$ cat src/nbc_pkg.sv
// Shared types, command codes and timing constants of the NAND bus host controller
package nbc_pkg;

    // ****************************************
    // Timing
    // ****************************************
    localparam int CLK_PERIOD_NS = 8;
    localparam int T_WR_LOW_NS = 24;
    localparam int T_WR_HIGH_NS = 16;
    localparam int T_RD_LOW_NS = 40;
    localparam int T_RD_HIGH_NS = 16;
    localparam int T_BUSY_SETTLE_NS = 100;
    localparam int T_RECOVERY_NS = 10000;
    localparam int TMR_W = 12;
    // Least times, rounded up to whole cycles
    localparam logic [TMR_W-1:0] WR_LOW_CYC = TMR_W'((T_WR_LOW_NS + CLK_PERIOD_NS - 1) / CLK_PERIOD_NS);
    localparam logic [TMR_W-1:0] WR_HIGH_CYC = TMR_W'((T_WR_HIGH_NS + CLK_PERIOD_NS - 1) / CLK_PERIOD_NS);
    localparam logic [TMR_W-1:0] RD_LOW_CYC = TMR_W'((T_RD_LOW_NS + CLK_PERIOD_NS - 1) / CLK_PERIOD_NS);
    localparam logic [TMR_W-1:0] RD_HIGH_CYC = TMR_W'((T_RD_HIGH_NS + CLK_PERIOD_NS - 1) / CLK_PERIOD_NS);
    localparam logic [TMR_W-1:0] BUSY_SETTLE_CYC = TMR_W'((T_BUSY_SETTLE_NS + CLK_PERIOD_NS - 1) / CLK_PERIOD_NS);
    localparam logic [TMR_W-1:0] RECOVERY_CYC = TMR_W'((T_RECOVERY_NS + CLK_PERIOD_NS - 1) / CLK_PERIOD_NS);

    // ****************************************
    // Command codes
    // ****************************************
    localparam logic [7:0] CMD_READ = 8'h00;
    localparam logic [7:0] CMD_READ_GO = 8'h30;
    localparam logic [7:0] CMD_CACHE_GO = 8'h31;
    localparam logic [7:0] CMD_EXIT_CACHE = 8'h34;
    localparam logic [7:0] CMD_COPY_GO = 8'h35;
    localparam logic [7:0] CMD_RAND_OUT = 8'h05;
    localparam logic [7:0] CMD_RAND_OUT_GO = 8'he0;
    localparam logic [7:0] CMD_PROG = 8'h80;
    localparam logic [7:0] CMD_PROG_GO = 8'h10;
    localparam logic [7:0] CMD_CACHE_PROG_GO = 8'h15;
    localparam logic [7:0] CMD_RAND_IN = 8'h85;
    localparam logic [7:0] CMD_ERASE = 8'h60;
    localparam logic [7:0] CMD_ERASE_GO = 8'hd0;
    localparam logic [7:0] CMD_RESET = 8'hff;
    localparam logic [7:0] CMD_SIGNATURE = 8'h90;
    localparam logic [7:0] CMD_STATUS = 8'h70;
    localparam logic [7:0] CMD_LOCK_STATUS = 8'h7a;
    localparam logic [7:0] CMD_UNLOCK = 8'h23;
    localparam logic [7:0] CMD_UNLOCK_GO = 8'h24;
    localparam logic [7:0] CMD_LOCK = 8'h2a;
    localparam logic [7:0] CMD_LOCK_DOWN = 8'h2c;

    // ****************************************
    // Address layout
    // ****************************************
    localparam int COL_W = 12;
    localparam int PAGE_W = 6;
    localparam int BLOCK_W = 13;
    localparam int LEN_W = 12;
    localparam logic [2:0] ADDR_FULL = 3'h5;
    localparam logic [2:0] ADDR_COL = 3'h2;
    localparam logic [2:0] ADDR_ROW = 3'h3;
    localparam logic [2:0] ADDR_SIG = 3'h1;
    localparam logic [2:0] ROW_START = 3'h2;

    typedef enum logic [3:0] {
        OP_READ = 4'h0, OP_CACHE_READ = 4'h1, OP_EXIT_CACHE = 4'h2, OP_RAND_OUT = 4'h3,
        OP_PROGRAM = 4'h4, OP_CACHE_PROG = 4'h5, OP_RAND_IN = 4'h6, OP_COPY_SRC = 4'h7,
        OP_COPY_DST = 4'h8, OP_ERASE = 4'h9, OP_RESET = 4'ha, OP_SIGNATURE = 4'hb,
        OP_STATUS = 4'hc, OP_LOCK_STATUS = 4'hd, OP_UNLOCK = 4'he, OP_LOCK = 4'hf
    } nbc_op_type;

    typedef enum logic [1:0] {DIR_NONE = 2'h0, DIR_WRITE = 2'h1, DIR_READ = 2'h2} nbc_dir_type;

    // User request
    typedef struct packed {
        nbc_op_type op;
        logic lock_down;
        logic [COL_W-1:0] column;
        logic [PAGE_W-1:0] page;
        logic [BLOCK_W-1:0] block;
        logic [LEN_W-1:0] len;
    } nbc_req_type;

    // Per-operation sequence profile
    typedef struct packed {
        logic [7:0] cmd1;
        logic [2:0] naddr;
        logic [2:0] astart;
        nbc_dir_type dir;
        logic has_cmd2;
        logic [7:0] cmd2;
        logic wait_busy;
        logic writes_array;
        logic busy_ok;
    } nbc_prof_type;

    // Pins driven toward the memory
    typedef struct packed {
        logic chip_sel_n;
        logic command_latch_enable;
        logic addr_latch_enable;
        logic wr_strobe_n;
        logic rd_strobe_n;
        logic wp_n;
        logic [7:0] bus_out;
        logic bus_oe_n;
    } nbc_pins_type;

    localparam nbc_pins_type PINS_IDLE = '{chip_sel_n: 1'b1, command_latch_enable: 1'b0,
        addr_latch_enable: 1'b0, wr_strobe_n: 1'b1, rd_strobe_n: 1'b1, wp_n: 1'b0,
        bus_out: 8'h00, bus_oe_n: 1'b1};

    // Sequence profile of each operation
    function automatic nbc_prof_type op_profile(input nbc_req_type r);
        nbc_prof_type p;
        p = '{cmd1: CMD_READ, naddr: ADDR_FULL, astart: 3'h0, dir: DIR_READ, has_cmd2: 1'b1,
              cmd2: CMD_READ_GO, wait_busy: 1'b1, writes_array: 1'b0, busy_ok: 1'b0};
        case (r.op)
            OP_CACHE_READ: p.cmd2 = CMD_CACHE_GO;
            OP_EXIT_CACHE: begin
                p.cmd1 = CMD_EXIT_CACHE; p.naddr = 3'h0; p.has_cmd2 = 1'b0; p.wait_busy = 1'b0;
                p.busy_ok = 1'b1;
            end
            OP_RAND_OUT: begin
                p.cmd1 = CMD_RAND_OUT; p.naddr = ADDR_COL; p.cmd2 = CMD_RAND_OUT_GO; p.wait_busy = 1'b0;
            end
            OP_PROGRAM, OP_CACHE_PROG: begin
                p.cmd1 = CMD_PROG; p.dir = DIR_WRITE; p.writes_array = 1'b1;
                p.cmd2 = (r.op == OP_PROGRAM) ? CMD_PROG_GO : CMD_CACHE_PROG_GO;
            end
            OP_RAND_IN: begin
                p.cmd1 = CMD_RAND_IN; p.naddr = ADDR_COL; p.dir = DIR_WRITE; p.has_cmd2 = 1'b0;
                p.wait_busy = 1'b0; p.writes_array = 1'b1;
            end
            OP_COPY_SRC: begin
                p.dir = DIR_NONE; p.cmd2 = CMD_COPY_GO;
            end
            OP_COPY_DST: begin
                p.cmd1 = CMD_RAND_IN; p.dir = DIR_WRITE; p.cmd2 = CMD_PROG_GO; p.writes_array = 1'b1;
            end
            OP_ERASE: begin
                p.cmd1 = CMD_ERASE; p.naddr = ADDR_ROW; p.astart = ROW_START; p.dir = DIR_NONE;
                p.cmd2 = CMD_ERASE_GO; p.writes_array = 1'b1;
            end
            OP_RESET: begin
                p.cmd1 = CMD_RESET; p.naddr = 3'h0; p.dir = DIR_NONE; p.has_cmd2 = 1'b0; p.busy_ok = 1'b1;
            end
            OP_SIGNATURE: begin
                p.cmd1 = CMD_SIGNATURE; p.naddr = ADDR_SIG; p.has_cmd2 = 1'b0; p.wait_busy = 1'b0;
            end
            OP_STATUS: begin
                p.cmd1 = CMD_STATUS; p.naddr = 3'h0; p.has_cmd2 = 1'b0; p.wait_busy = 1'b0; p.busy_ok = 1'b1;
            end
            OP_LOCK_STATUS: begin
                p.cmd1 = CMD_LOCK_STATUS; p.naddr = ADDR_ROW; p.astart = ROW_START; p.has_cmd2 = 1'b0;
                p.wait_busy = 1'b0;
            end
            OP_UNLOCK: begin
                p.cmd1 = CMD_UNLOCK; p.naddr = ADDR_ROW; p.astart = ROW_START; p.dir = DIR_NONE;
                p.cmd2 = CMD_UNLOCK_GO; p.wait_busy = 1'b0;
            end
            OP_LOCK: begin
                p.cmd1 = r.lock_down ? CMD_LOCK_DOWN : CMD_LOCK; p.naddr = 3'h0; p.dir = DIR_NONE;
                p.has_cmd2 = 1'b0; p.wait_busy = 1'b0;
            end
            default: p.cmd1 = CMD_READ;
        endcase
        return p;
    endfunction

endpackage

$ cat src/nbc_timer.sv
// Down-counting interval timer giving a one-cycle done pulse
`timescale 1ns/1ps
module nbc_timer
    import nbc_pkg::*;
(
    input wire logic sys_clk,
    input wire logic rst_n,
    input wire logic load,
    input wire logic [TMR_W-1:0] load_val,
    output logic done
);

    logic [TMR_W-1:0] count_r;
    logic [TMR_W-1:0] count_nxt;
    logic done_r;
    logic done_nxt;

    // Count down from the loaded value, pulse done at the end
    always_comb begin
        count_nxt = count_r;
        done_nxt = 1'b0;
        if (load) begin
            count_nxt = load_val;
        end else if (count_r != '0) begin
            count_nxt = count_r - TMR_W'(1);
            done_nxt = (count_r == TMR_W'(1));
        end
    end

    // Timer registers
    always_ff @(posedge sys_clk or negedge rst_n) begin
        if (!rst_n) begin
            count_r <= '0;
            done_r <= 1'b0;
        end else begin
            count_r <= count_nxt;
            done_r <= done_nxt;
        end
    end

    assign done = done_r;

endmodule // nbc_timer

$ cat src/nbc_host.sv
// Host-side sequencer driving the NAND flash strobes, bus and write protect
`timescale 1ns/1ps
// Function
// - Release the byte bus while reading; reads only with strobes and latches set.
// - Pulse read strobe low once per output byte; device supplies next byte.
// - Hold write protect high whenever a program or erase code is issued.
// - Page read is 00h, five address cycles, then 30h.
// - Page program is 80h, address, data, then 10h.
// - Block erase is 60h, block address cycles, then D0h.
// - Copy-back is 00h, source address, 35h, 85h, target address, 10h.
// - Command cycle: chip select low, command latch high, address latch low, read high.
// - Address given as one to five byte cycles with address latch high, command latch low.
module nbc_host
    import nbc_pkg::*;
#(
    parameter bit TWO_DIE = 1'b0
) (
    input wire logic sys_clk,
    input wire logic rst_n,
    input wire logic req_valid,
    input wire nbc_req_type req,
    output logic req_ready,
    input wire logic [7:0] wdata,
    input wire logic wdata_valid,
    output logic wdata_take,
    output logic [7:0] rdata,
    output logic rdata_valid,
    output logic op_done,
    output logic cache_active,
    output nbc_pins_type pins,
    input wire logic [7:0] bus_in,
    input wire logic busy_flag_n
);

    // ****************************************
    // States and registers
    // ****************************************
    typedef enum logic [10:0] {
        ST_POWER = 11'h001, ST_IDLE = 11'h002, ST_WAIT_READY = 11'h004, ST_CMD1 = 11'h008,
        ST_ADDR = 11'h010, ST_WDATA = 11'h020, ST_CMD2 = 11'h040, ST_SETTLE = 11'h080,
        ST_BUSY = 11'h100, ST_RDATA = 11'h200, ST_DONE = 11'h400
    } nbc_state_type;

    nbc_state_type state_r, state_nxt;
    nbc_req_type req_r, req_nxt;
    nbc_prof_type prof_r, prof_nxt;
    nbc_pins_type pins_r, pins_nxt;
    logic sub_r, sub_nxt;
    logic [2:0] idx_r, idx_nxt;
    logic [LEN_W-1:0] cnt_r, cnt_nxt;
    logic req_ready_r, req_ready_nxt;
    logic wdata_take_r, wdata_take_nxt;
    logic [7:0] rdata_r, rdata_nxt;
    logic rdata_valid_r, rdata_valid_nxt;
    logic op_done_r, op_done_nxt;
    logic cache_r, cache_nxt;
    logic [7:0] bus_m_r, bus_s_r;
    logic busy_m_r, busy_s_r;
    logic tmr_load;
    logic [TMR_W-1:0] tmr_val;
    logic tmr_done;
    logic strobe_low;

    // ****************************************
    // Pin input synchronisers
    // ****************************************
    always_ff @(posedge sys_clk or negedge rst_n) begin
        if (!rst_n) begin
            bus_m_r <= 8'h00;
            bus_s_r <= 8'h00;
            busy_m_r <= 1'b0;
            busy_s_r <= 1'b0;
        end else begin
            bus_m_r <= bus_in;
            bus_s_r <= bus_m_r;
            busy_m_r <= busy_flag_n;
            busy_s_r <= busy_m_r;
        end
    end

    nbc_timer u_timer (
        .sys_clk(sys_clk),
        .rst_n(rst_n),
        .load(tmr_load),
        .load_val(tmr_val),
        .done(tmr_done)
    );

    // Address byte for cycle i, low byte first
    function automatic logic [7:0] addr_byte(input nbc_req_type r, input logic [2:0] i);
        case (i)
            3'h0: addr_byte = r.column[7:0];
            3'h1: addr_byte = {4'h0, r.column[11:8]};
            3'h2: addr_byte = {r.block[1:0], r.page};
            3'h3: addr_byte = r.block[9:2];
            3'h4: addr_byte = {5'h00, TWO_DIE & r.block[12], r.block[11:10]};
            default: addr_byte = 8'h00;
        endcase
    endfunction

    assign strobe_low = !pins_r.wr_strobe_n || !pins_r.rd_strobe_n;

    // ****************************************
    // Sequencer next state
    // ****************************************
    always_comb begin
        nbc_state_type after_addr;
        nbc_state_type after_cmd2;
        nbc_prof_type new_prof;
        new_prof = op_profile(req);
        after_cmd2 = prof_r.wait_busy ? ST_SETTLE
                   : ((prof_r.dir == DIR_READ && req_r.len != '0) ? ST_RDATA : ST_DONE);
        after_addr = (prof_r.dir == DIR_WRITE && req_r.len != '0) ? ST_WDATA
                   : (prof_r.has_cmd2 ? ST_CMD2 : after_cmd2);
        state_nxt = state_r;
        req_nxt = req_r;
        prof_nxt = prof_r;
        pins_nxt = pins_r;
        sub_nxt = sub_r;
        idx_nxt = idx_r;
        cnt_nxt = cnt_r;
        req_ready_nxt = req_ready_r;
        wdata_take_nxt = 1'b0;
        rdata_nxt = rdata_r;
        rdata_valid_nxt = 1'b0;
        op_done_nxt = 1'b0;
        cache_nxt = cache_r;
        tmr_load = 1'b0;
        tmr_val = WR_LOW_CYC;
        // Second half of every bus cycle: raise strobe, then wait high time
        if (sub_r && tmr_done && strobe_low) begin
            tmr_load = 1'b1;
            tmr_val = pins_r.rd_strobe_n ? WR_HIGH_CYC : RD_HIGH_CYC;
            if (!pins_r.rd_strobe_n) begin
                rdata_nxt = bus_s_r;
                rdata_valid_nxt = 1'b1;
            end
            pins_nxt.wr_strobe_n = 1'b1;
            pins_nxt.rd_strobe_n = 1'b1;
        end
        case (state_r)
            ST_POWER: begin
                if (!sub_r) begin
                    tmr_load = 1'b1;
                    tmr_val = RECOVERY_CYC;
                    sub_nxt = 1'b1;
                end else if (tmr_done) begin
                    sub_nxt = 1'b0;
                    req_ready_nxt = 1'b1;
                    state_nxt = ST_IDLE;
                end
            end
            ST_IDLE: begin
                pins_nxt = PINS_IDLE;
                if (req_valid) begin
                    req_nxt = req;
                    prof_nxt = new_prof;
                    req_ready_nxt = 1'b0;
                    pins_nxt.chip_sel_n = 1'b0;
                    pins_nxt.wp_n = new_prof.writes_array;
                    idx_nxt = new_prof.astart;
                    cnt_nxt = '0;
                    if (new_prof.busy_ok && (req.op != OP_EXIT_CACHE || cache_r)) begin
                        state_nxt = ST_CMD1;
                    end else begin
                        state_nxt = ST_WAIT_READY;
                    end
                end
            end
            ST_WAIT_READY: begin
                if (busy_s_r) begin
                    state_nxt = ST_CMD1;
                end
            end
            ST_CMD1, ST_CMD2, ST_ADDR, ST_WDATA, ST_RDATA: begin
                if (!sub_r && (state_r != ST_WDATA || wdata_valid)) begin
                    // First half: set latches and bus, drop a strobe
                    sub_nxt = 1'b1;
                    tmr_load = 1'b1;
                    tmr_val = (state_r == ST_RDATA) ? RD_LOW_CYC : WR_LOW_CYC;
                    pins_nxt.command_latch_enable = (state_r == ST_CMD1 || state_r == ST_CMD2);
                    pins_nxt.addr_latch_enable = (state_r == ST_ADDR);
                    pins_nxt.bus_oe_n = (state_r == ST_RDATA);
                    pins_nxt.wr_strobe_n = (state_r == ST_RDATA);
                    pins_nxt.rd_strobe_n = (state_r != ST_RDATA);
                    case (state_r)
                        ST_CMD1: pins_nxt.bus_out = prof_r.cmd1;
                        ST_CMD2: pins_nxt.bus_out = prof_r.cmd2;
                        ST_ADDR: pins_nxt.bus_out = addr_byte(req_r, idx_r);
                        ST_WDATA: pins_nxt.bus_out = wdata;
                        default: pins_nxt.bus_out = pins_r.bus_out;
                    endcase
                    wdata_take_nxt = (state_r == ST_WDATA);
                end else if (sub_r && tmr_done && !strobe_low) begin
                    // Cycle finished: pick the next step
                    sub_nxt = 1'b0;
                    case (state_r)
                        ST_CMD1: state_nxt = (prof_r.naddr != 3'h0) ? ST_ADDR : after_addr;
                        ST_ADDR: begin
                            idx_nxt = idx_r + 3'h1;
                            if (idx_r + 3'h1 == prof_r.astart + prof_r.naddr) begin
                                state_nxt = after_addr;
                            end
                        end
                        ST_WDATA: begin
                            cnt_nxt = cnt_r + LEN_W'(1);
                            if (cnt_r + LEN_W'(1) == req_r.len) begin
                                state_nxt = prof_r.has_cmd2 ? ST_CMD2 : ST_DONE;
                            end
                        end
                        ST_CMD2: state_nxt = after_cmd2;
                        default: begin
                            cnt_nxt = cnt_r + LEN_W'(1);
                            if (cnt_r + LEN_W'(1) == req_r.len) begin
                                state_nxt = ST_DONE;
                            end
                        end
                    endcase
                end
            end
            ST_SETTLE: begin
                pins_nxt.command_latch_enable = 1'b0;
                if (!sub_r) begin
                    tmr_load = 1'b1;
                    tmr_val = BUSY_SETTLE_CYC;
                    sub_nxt = 1'b1;
                end else if (tmr_done) begin
                    sub_nxt = 1'b0;
                    state_nxt = ST_BUSY;
                end
            end
            ST_BUSY: begin
                if (busy_s_r) begin
                    state_nxt = (prof_r.dir == DIR_READ && req_r.len != '0) ? ST_RDATA : ST_DONE;
                end
            end
            ST_DONE: begin
                pins_nxt = PINS_IDLE;
                op_done_nxt = 1'b1;
                req_ready_nxt = 1'b1;
                if (req_r.op == OP_CACHE_READ) begin
                    cache_nxt = 1'b1;
                end else if (req_r.op == OP_EXIT_CACHE || req_r.op == OP_RESET) begin
                    cache_nxt = 1'b0;
                end
                state_nxt = ST_IDLE;
            end
            default: state_nxt = ST_IDLE;
        endcase
    end

    // Sequencer registers
    always_ff @(posedge sys_clk or negedge rst_n) begin
        if (!rst_n) begin
            state_r <= ST_POWER;
            req_r <= '0;
            prof_r <= '0;
            pins_r <= PINS_IDLE;
            sub_r <= 1'b0;
            idx_r <= 3'h0;
            cnt_r <= '0;
            req_ready_r <= 1'b0;
            wdata_take_r <= 1'b0;
            rdata_r <= 8'h00;
            rdata_valid_r <= 1'b0;
            op_done_r <= 1'b0;
            cache_r <= 1'b0;
        end else begin
            state_r <= state_nxt;
            req_r <= req_nxt;
            prof_r <= prof_nxt;
            pins_r <= pins_nxt;
            sub_r <= sub_nxt;
            idx_r <= idx_nxt;
            cnt_r <= cnt_nxt;
            req_ready_r <= req_ready_nxt;
            wdata_take_r <= wdata_take_nxt;
            rdata_r <= rdata_nxt;
            rdata_valid_r <= rdata_valid_nxt;
            op_done_r <= op_done_nxt;
            cache_r <= cache_nxt;
        end
    end

    assign req_ready = req_ready_r;
    assign wdata_take = wdata_take_r;
    assign rdata = rdata_r;
    assign rdata_valid = rdata_valid_r;
    assign op_done = op_done_r;
    assign cache_active = cache_r;
    assign pins = pins_r;

endmodule // nbc_host

$ cat config.mk
export PLATFORM = sky130hd
export DESIGN_NAME = nbc_host
export DESIGN_NICKNAME = d
export VERILOG_FILES = /design/src/nbc_pkg.sv /design/src/nbc_timer.sv /design/src/nbc_host.sv
export SDC_FILE = /design/constraint.sdc
export NUM_CORES = 1
export LEC_CHECK = 0
export ABC_AREA = 1
export BUFFER_PORTS_ARGS = -buffer_cell sky130_fd_sc_hd__buf_2
export CAP_MARGIN = 20
export CORE_UTILIZATION = 35
export CTS_CLUSTER_SIZE = 14
export DETAILED_ROUTE_END_ITERATION = 8
export PLACE_DENSITY = 0.52
export SYNTH_ARGS = -nofsm -noshare
export SYNTH_HDL_FRONTEND = slang
export SYNTH_SLANG_ARGS = --single-unit
$ cat constraint.sdc
create_clock -name sys_clk -period 4 [get_ports sys_clk]
set_clock_uncertainty 0.1 [all_clocks]
set_input_delay 0.4 -clock sys_clk [delete_from_list [all_inputs] [get_ports sys_clk]]
set_output_delay 0.4 -clock sys_clk [all_outputs]
set_load 0.02 [all_outputs]
Yosys cells after proc, flatten, opt, wreduce, memory -nomap -nowiden:

Index checks and enable logic that the tools add are counted.

* register bits: 158
* output and inout port bits: 28
* logic and storage cells: 238

* $add $sub $neg: 4
* equality and inequality tests: 58
* multiplexer cells: 84
* bitwise logic cells: 1
* reduce and logical (&&, ||, !) cells: 55

Operator list (number)
* $mux W11: 18
* $mux W12: 9
* $pmux W8 S11: 1
* $pmux W11 S6: 1
* $pmux W8 S7: 1
* $pmux W11 S4: 1
* $pmux W8 S5: 1
* $eq A4 B4 Y1 const B: 9
* $pmux W12 S3: 1
* $pmux W8 S4: 1
* $mux W1: 26
* $pmux W12 S2: 1
* $reduce_bool A12 Y1: 2
* $mux W3: 7
* $ne A2 B2 Y1 const B: 10
* $pmux W9 S2: 1
* $eq A4 B3 Y1 const B: 4
* $reduce_or A5 Y1: 3
* $reduce_bool A2 Y1: 7
* $add A12 B1 Y12 const B: 1
* $eq A12 B1 Y1 const B: 1
* $eq A12 B12 Y1: 1
* $eq A4 B2 Y1 const B: 3
* $pmux W3 S2: 2
* other kinds (50): 90

Logic depth before layout (Yosys ltp):

Gate-level depths: netlist of the first run.

* word-level depth: 11
* depth in mapped cells: 16

Cells and area by module:

Synthesis of the first run repeated with hierarchy kept, for this count alone.

* cells, all modules: 1041
* area total of the unflattened synthesis: 8000.2 um^2

Modules (own cells, without submodules)
* nbc_host: instances 1, cells each 905, area an instance 7048.0 um^2, sequential area each 3509.6 um^2
* nbc_timer: instances 1, cells each 136, area an instance 952.2 um^2, sequential area each 325.3 um^2

Worst setup path after synthesis of the first run:

OpenSTA, ideal clock, no wires.

* path type: register to register
* from: register cnt_r[0]
* to: register state_r[2]
* library setup time: 117 ps
* data arrival time: 1743 ps
* required time: 3783 ps
* slack: 2040 ps
* stages on the path, launching flop included: 14
* buffers on the path: 0
* path through: dfrtp_1 -> ha_1 -> xnor2_1 -> nand2_1 -> nor2_1 -> nand3_1 -> nor2_1 -> nand3_1 -> o21ai_2 -> nand2_2 -> nand2_4 -> nand2_4 -> nand2_1 -> nand2_1

* word-level cells in the longest chain between the ends: 4
* elaborated cells between the ends (all ways): 5
* classes of those cells: 1 x add/sub; 3 x eq/ne; 1 x reduce/logical

Ends and longest elaborated chain
* start, declared: RTL line nbc_host.sv:50 `logic [LEN_W-1:0] cnt_r, cnt_nxt;`
* start signal, assigned: RTL line nbc_host.sv:275 `cnt_r <= cnt_nxt;`
* $add A12 B1 Y12 (*): RTL line nbc_host.sv:207, nbc_host.sv:214
* $eq A12 B12 Y1 (*): RTL line nbc_host.sv:207, nbc_host.sv:214
* $ne A5 B5 Y1 (no line) / $ne A3 B3 Y1 (equally long branches)
* $reduce_and A12 Y1 (no line) (*)
* end signal, assigned: RTL line nbc_host.sv:269 `state_r <= state_nxt;`
* end, declared: RTL line nbc_host.sv:44 `nbc_state_type state_r, state_nxt;`

Mark *: on every way between the ends. The rest lies on a longest branch, timed or not.
A chain may end at the register's enable or synchronous reset.

Worst setup path in the final report of the first run:

* from: register state_r[6]
* to: register req_r[14] (netlist bit)

* word-level cells in the longest chain between the ends: 2

Ends and longest elaborated chain
* $eq A11 B2 Y1: RTL line nbc_host.sv:141 `case (state_r)`
* $reduce_and A2 Y1 (no line)
* end signal, assigned: RTL line nbc_host.sv:270 `req_r <= req_nxt;`
* end, declared: RTL line nbc_host.sv:45 `nbc_req_type req_r, req_nxt;`

Every way passes these cells.

==> results of run 1 <==
-- per-stage QoR --
step                      cells  area, um2  setup WS, ns
after detailed placement   1310       8430          1.29
after global placement     1310       8430          1.33
after global routing       1352       9110          1.04
after floorplan             955       7650          2.04
after CTS                  1352       9110          1.28
final                      1352       9110          1.32
-- worst max path at each step --
stage	start	endpoint	slack (ns)	cells past startpoint
3_5_place_dp	state_r[7]	req_r[7]	1.29	7
4_1_cts	state_r[7]	req_r[7]	1.28	7
2_1_floorplan	cnt_r[0]	state_r[2]	2.04	13
6_report	state_r[6]	req_r[14]	1.32	7
5_1_grt	state_r[7]	req_r[0]	1.04	8
3_3_place_gp	state_r[7]	req_r[7]	1.33	7
-- flip-flops by register name, indices dropped and copies added, names as in the netlist --
signal	count
req_r	46
prof_r	21
pins	15
cnt_r	12
u_timer.count_r	12
state_r	11
bus_m_r	8
bus_s_r	8
rdata	8
idx_r	3
busy_m_r	1
busy_s_r	1
cache_active	1
op_done	1
rdata_valid	1
req_ready	1
sub_r	1
u_timer.done	1
wdata_take	1
-- layout make-up --
| type | instances | area, um2 | share of cell area [%] |
|---|---|---|---|
| Clock buffer | 21 | 450 | 4.95 |
| Inverter | 121 | 454 | 4.99 |
| Tap cell | 275 | 344 | 3.78 |
| Sequential cell | 153 | 3830 | 42.1 |
| Timing Repair Buffer | 110 | 632 | 6.94 |
| Clock inverter | 11 | 123 | 1.35 |
| Multi-Input combinational cell | 661 | 3270 | 35.9 |
-- cells by family (layout without fill, tap and decap cells) --
family / after synthesis / count (layout)
adders and majority gates: 10 / 10
AOI/OAI and AO/OA: 143 / 143
xor gates and xnor gates: 18 / 18
and+or+nand+nor: 490 / 490
DFF: 153 / 153
buffers and inverters: 141 / 263
-- layer usage --
metal	routed length, um	track usage, %	part of all wire, %
met5	0	0	0
met4	212	5.86	1.1
met3	807	3.78	4.1
met2	9100	30.3	46
met1	9520	25.3	48
-- power by group through the flow --
| stage | Clock (mW) | Combinational, mW | Sequential, mW |
|---|---|---|---|
| after CTS | 1.63 | 2.07 | 2.34 |
| after detailed placement | 0 | 2.06 | 2.36 |
| after global routing | 1.70 | 2.33 | 2.40 |
| after global placement | 0 | 2.03 | 2.36 |
| final | 1.59 | 2.03 | 2.34 |
| after floorplan | 0 | 1.46 | 2.33 |
-- layout by cell type, fill, tap and decap left out, types with 13 or more instances in the layout --
cell       Yosys  routed
dfrtp_1      148     148
inv_1        108     108
nand3_1       54      54
a21oi_1       18      18
nor2_1        80      79
nand2_1      287     287
buf_2          8      94
clkbuf_16      0      17
nand4_1       13      13
o21ai_0       63      63
o21ai_1       22      22
nor3_1        14      14
-- critical path, delay by kind of cell (launching register included) --
family / cells / cell delay, ns
AND/OR/NAND/NOR: 5 / 1.49
buffers and inverters: 1 / 0.41
AO/OA/AOI/OAI: 1 / 0.13
flip-flops: 1 / 0.40
==> impl_metrics.tcl, run 1 <==
set metrics [dict create \
    required_ns 4.20 \
    start_kind "register" \
    fin_crit_ns 2.68 \
    diodes 0 \
    start_util_pct 36.0 \
    crit_arrival_ns 2.88 \
    dieArea_um2 22500 \
    slew_headroom_pct 46.2 \
    clockPowerShare_pct 26.7 \
    synth_cells 955 \
    place_hpwl_um 14200 \
    cts-hold-fix-buffers 10 \
    dr_total_vias 6439 \
    endpoint_kind "register" \
    hold_violations 0 \
    cts_max_path_buffers 2 \
    cts_tree "built" \
    rrSetupSlack_ns 1.32 \
    wirelength_um 19600 \
    holdWs_ns 0.0685 \
    io_buffers 95 \
    status "finished, final reports clean" \
    die_h_um 150 \
    total_power_mw 5.96 \
    ff2ff_path_depth 7 \
    power_switching_mw 2.31 \
    grt_pass1_vias 6385 \
    cts.sinks 153 \
    max_stage_delay_ns 0.70 \
    worstHoldPathType "in -> reg" \
    drv_slew 0 \
    synth_compound_area_share_pct 10.9 \
    cp_cell_sequence "nor2_1, nand3_1, nor2_2, nand2_1, nor2_4, buf_4, o21ai_0" \
    synth.area.top_cells "dfrtp_1 (48%), nand2_1 (14%), inv_1 (5.3%)" \
    reg2reg_to "req_r[14]" \
    post-route-period-util_pct 67.0 \
    cts_setup_buffers 0 \
    fillers 2204 \
    maxCapViolations 0 \
    p_sw_share_pct 38.7 \
    place.gp.congestion 0.847 \
    rsz0062_at_grt "false" \
    fin_util_pct 42.9 \
    grt-ovfl-total 0 \
    ys.flop_type "dfrtp_1" \
    r2r-start "state_r[6]" \
    min-delay-start "req[28]" \
    tightest_slew_ns 0.805 \
    wire_per_inst_um 14.5 \
    die_w_um 150 \
    synth_area_per_cell_um2 8.01 \
    clock-root-buffer "clkbuf_16" \
    synth_enable_flop_cells 0 \
    drive_gt1_share_pct 17.2 \
    yosysMostFrequentCell "nand2_1" \
    synth-async-reset-ratio_pct 100 \
    min_to "req_r[28]" \
    ys_warn_count 0 \
    ys_types 47 \
    p_leak_nw 4.59 \
    syn_area_um2 7650 \
    drtIter0Drc 328 \
    vdd_drop_max_mv 0.251 \
    synth_commonest_cells "nand2_1 (287), dfrtp_1 (148), inv_1 (108)" \
    grt_max_degree 83 \
    synth-xor-area-share_pct 2.06 \
    path_class "reg -> reg" \
    combPwrFrac_pct 34.1 \
    cts_buffers 17 \
    final_nets 1143 \
    yosys.area_share.simple_pct 28.0 \
    design.core.area_um2 21200 \
    yosysTopAreaCell "dfrtp_1" \
    muxShareOfSynthArea_pct 0 \
    track_usage_pct 18.8 \
    intPower_mw 3.66 \
    clk_latency_ns 0.43 \
    ant_nets 0 \
    pin_count 97 \
    min_path_cells 3 \
    synth-seq-cells 153 \
    cp_max_fo 32 \
    avgViaCountPerCell 4.76 \
    antenna_found_initial 0 \
    grt_pass1_wl_um 32500 \
    netlist.area_leader.share_pct 48.4 \
    htree_num_levels 4 \
    max_freq_mhz 373 \
    power_density_nw_per_um2 655 \
    synthAdderAreaFrac_pct 1.64 \
    finalSetupViolations 0 \
    synth_nets 1034 \
    synth_seq_area_share_pct 50.1 \
    path_clk_slew_ns 0.06 \
    fp-row-count 53 \
    tns_ns 0 \
    dr.pass1.iters 5 \
    syn_to_final_growth_pct 19.0 \
    drc_errors 0 \
    seqPwrFrac_pct 39.2 \
    slowest_stage "nor2_4" \
    ctsResizeCount 0 \
    synth_top_family_by_area "simple AND/OR/NAND/NOR gates" \
]
Power figures use the tool's default switching activity.
==> run 2: changes to the inputs <==
- PLACE_DENSITY: 0.52 -> 0.54
- clock period: 4 -> 2.4 ns (I/O delays scaled with it)
==> impl_metrics.tcl, run 2 (synthesis gave the netlist of run 1 again) <==
set metrics [dict create \
    status "finished, final reports clean" \
    crit_arrival_ns 2.45 \
    finalSetupViolations 0 \
    grt_pass1_vias 6685 \
    ant_nets 0 \
    vdd_drop_max_mv 0.473 \
    fp-row-count 53 \
    dr.pass1.iters 5 \
    clk_latency_ns 0.43 \
    r2r-start "idx_r[0]" \
    largest_register "req_r" \
    reg2reg_to "pins[2]" \
    total_power_mw 10.4 \
    layout_common_cells "nand2_1 (286), dfrtp_1 (146), inv_1 (107)" \
    drtIter0Drc 291 \
    endpoint_kind "register" \
    largest_register_ff_count 46 \
    drive_gt1_share_pct 18.8 \
    layout_commonest_cell "nand2_1" \
    die_h_um 150 \
    p_leak_nw 4.90 \
    clock-root-buffer "clkbuf_16" \
    required_ns 2.60 \
    max_freq_mhz 445 \
    cts.sinks 153 \
    grt-ovfl-total 0 \
    power_density_nw_per_um2 1060 \
    tns_ns 0 \
    io_buffers 95 \
    diodes 0 \
    post-route-period-util_pct 93.7 \
    place.gp.congestion 0.856 \
    antenna_found_initial 0 \
    postPlaceCellArea_um2 8630 \
    worstHoldPathType "in -> reg" \
    fin_util_pct 46.1 \
    drv_slew 0 \
    wirelength_um 20000 \
    syn_to_final_growth_pct 28.0 \
    path_class "reg -> reg" \
    track_usage_pct 19.0 \
    htree_num_levels 4 \
    holdWs_ns 0.0383 \
    drc_errors 0 \
    hold_violations 0 \
    cts_tree "built" \
    slew_headroom_pct 52.9 \
    grt_pass1_wl_um 33100 \
    tightest_slew_ns 0.704 \
    maxCapViolations 0 \
    endpoint "pins[2]" \
    wire_per_inst_um 14.2 \
    final_nets 1205 \
    crit_start "idx_r[0]" \
    final_area_um2 9790 \
    design.core.area_um2 21200 \
    grt_max_degree 58 \
    start_util_pct 36.0 \
    pin_count 97 \
    avgViaCountPerCell 4.79 \
    setup_slack_ns 0.151 \
    min_path_cells 3 \
    fin_crit_ns 2.25 \
    fillers 2127 \
    min-delay-start "req[44]" \
    die_w_um 150 \
    cts_buffers 17 \
    ff2ff_path_depth 8 \
    place_hpwl_um 14300 \
    rrSetupSlack_ns 0.15 \
    dr_total_vias 6766 \
    dieArea_um2 22500 \
    cts_max_path_buffers 2 \
    start_kind "register" \
    cp_max_fo 6 \
    layout.cells.non_filler 1414 \
    dp.cells 1328 \
    path_clk_slew_ns 0.07 \
    dp_slack_ns 0.102 \
]
## run 2: worst min path at each step
stage	endpoint	slack, ns
2_1_floorplan	bus_m_r[0]	-0.16
3_3_place_gp	req_r[10]	0.16
3_5_place_dp	req_r[10]	0.16
4_1_cts	req_r[46]	0.02
5_1_grt	prof_r[3]	0.04
6_report	prof_r[3]	0.04
## run 2: timing repair
action | CTS | global route
gates resized for setup | 0 | 8
setup endpoints to repair | 0 | 58
hold endpoints to repair | 104 | 0
buffers inserted | 0 | 2
hold buffers | 52 | 0
## run 2: worst max-delay path, cell delays in order, from the launching register on
cell	delay (ns)
dfrtp_1	0.44
ha_1	0.23
ha_1	0.28
inv_1	0.16
o22ai_1	0.13
a211oi_1	0.32
nor2_1	0.12
a221oi_1	0.22
o21ai_0	0.12
## run 2: per-layer routing
metal	up-vias	track usage (%)	wire (um)
li1	3425	-	-
met3	13	3.87	796
met4	0	4.70	165
met1	3183	25.7	9660
met5	-	0	0
met2	145	31.1	9420
## run 2: report_power, final
part           switching (mW)  total (mW)  internal [mW]
Combinational            2.29        3.74           1.45
Sequential              0.521        3.89           3.37
Clock                    1.17        2.73           1.56
Total                    3.98        10.4           6.38
## run 2: area by class of cell
cell class | instances | area (um2) | area share [%]
Timing Repair Buffer | 172 | 1280 | 13.0
Clock buffer | 18 | 429 | 4.38
Multi-Input combinational cell | 661 | 3290 | 33.6
Tap cell | 275 | 344 | 3.51
Clock inverter | 14 | 163 | 1.66
Inverter | 121 | 454 | 4.64
Sequential cell | 153 | 3840 | 39.2
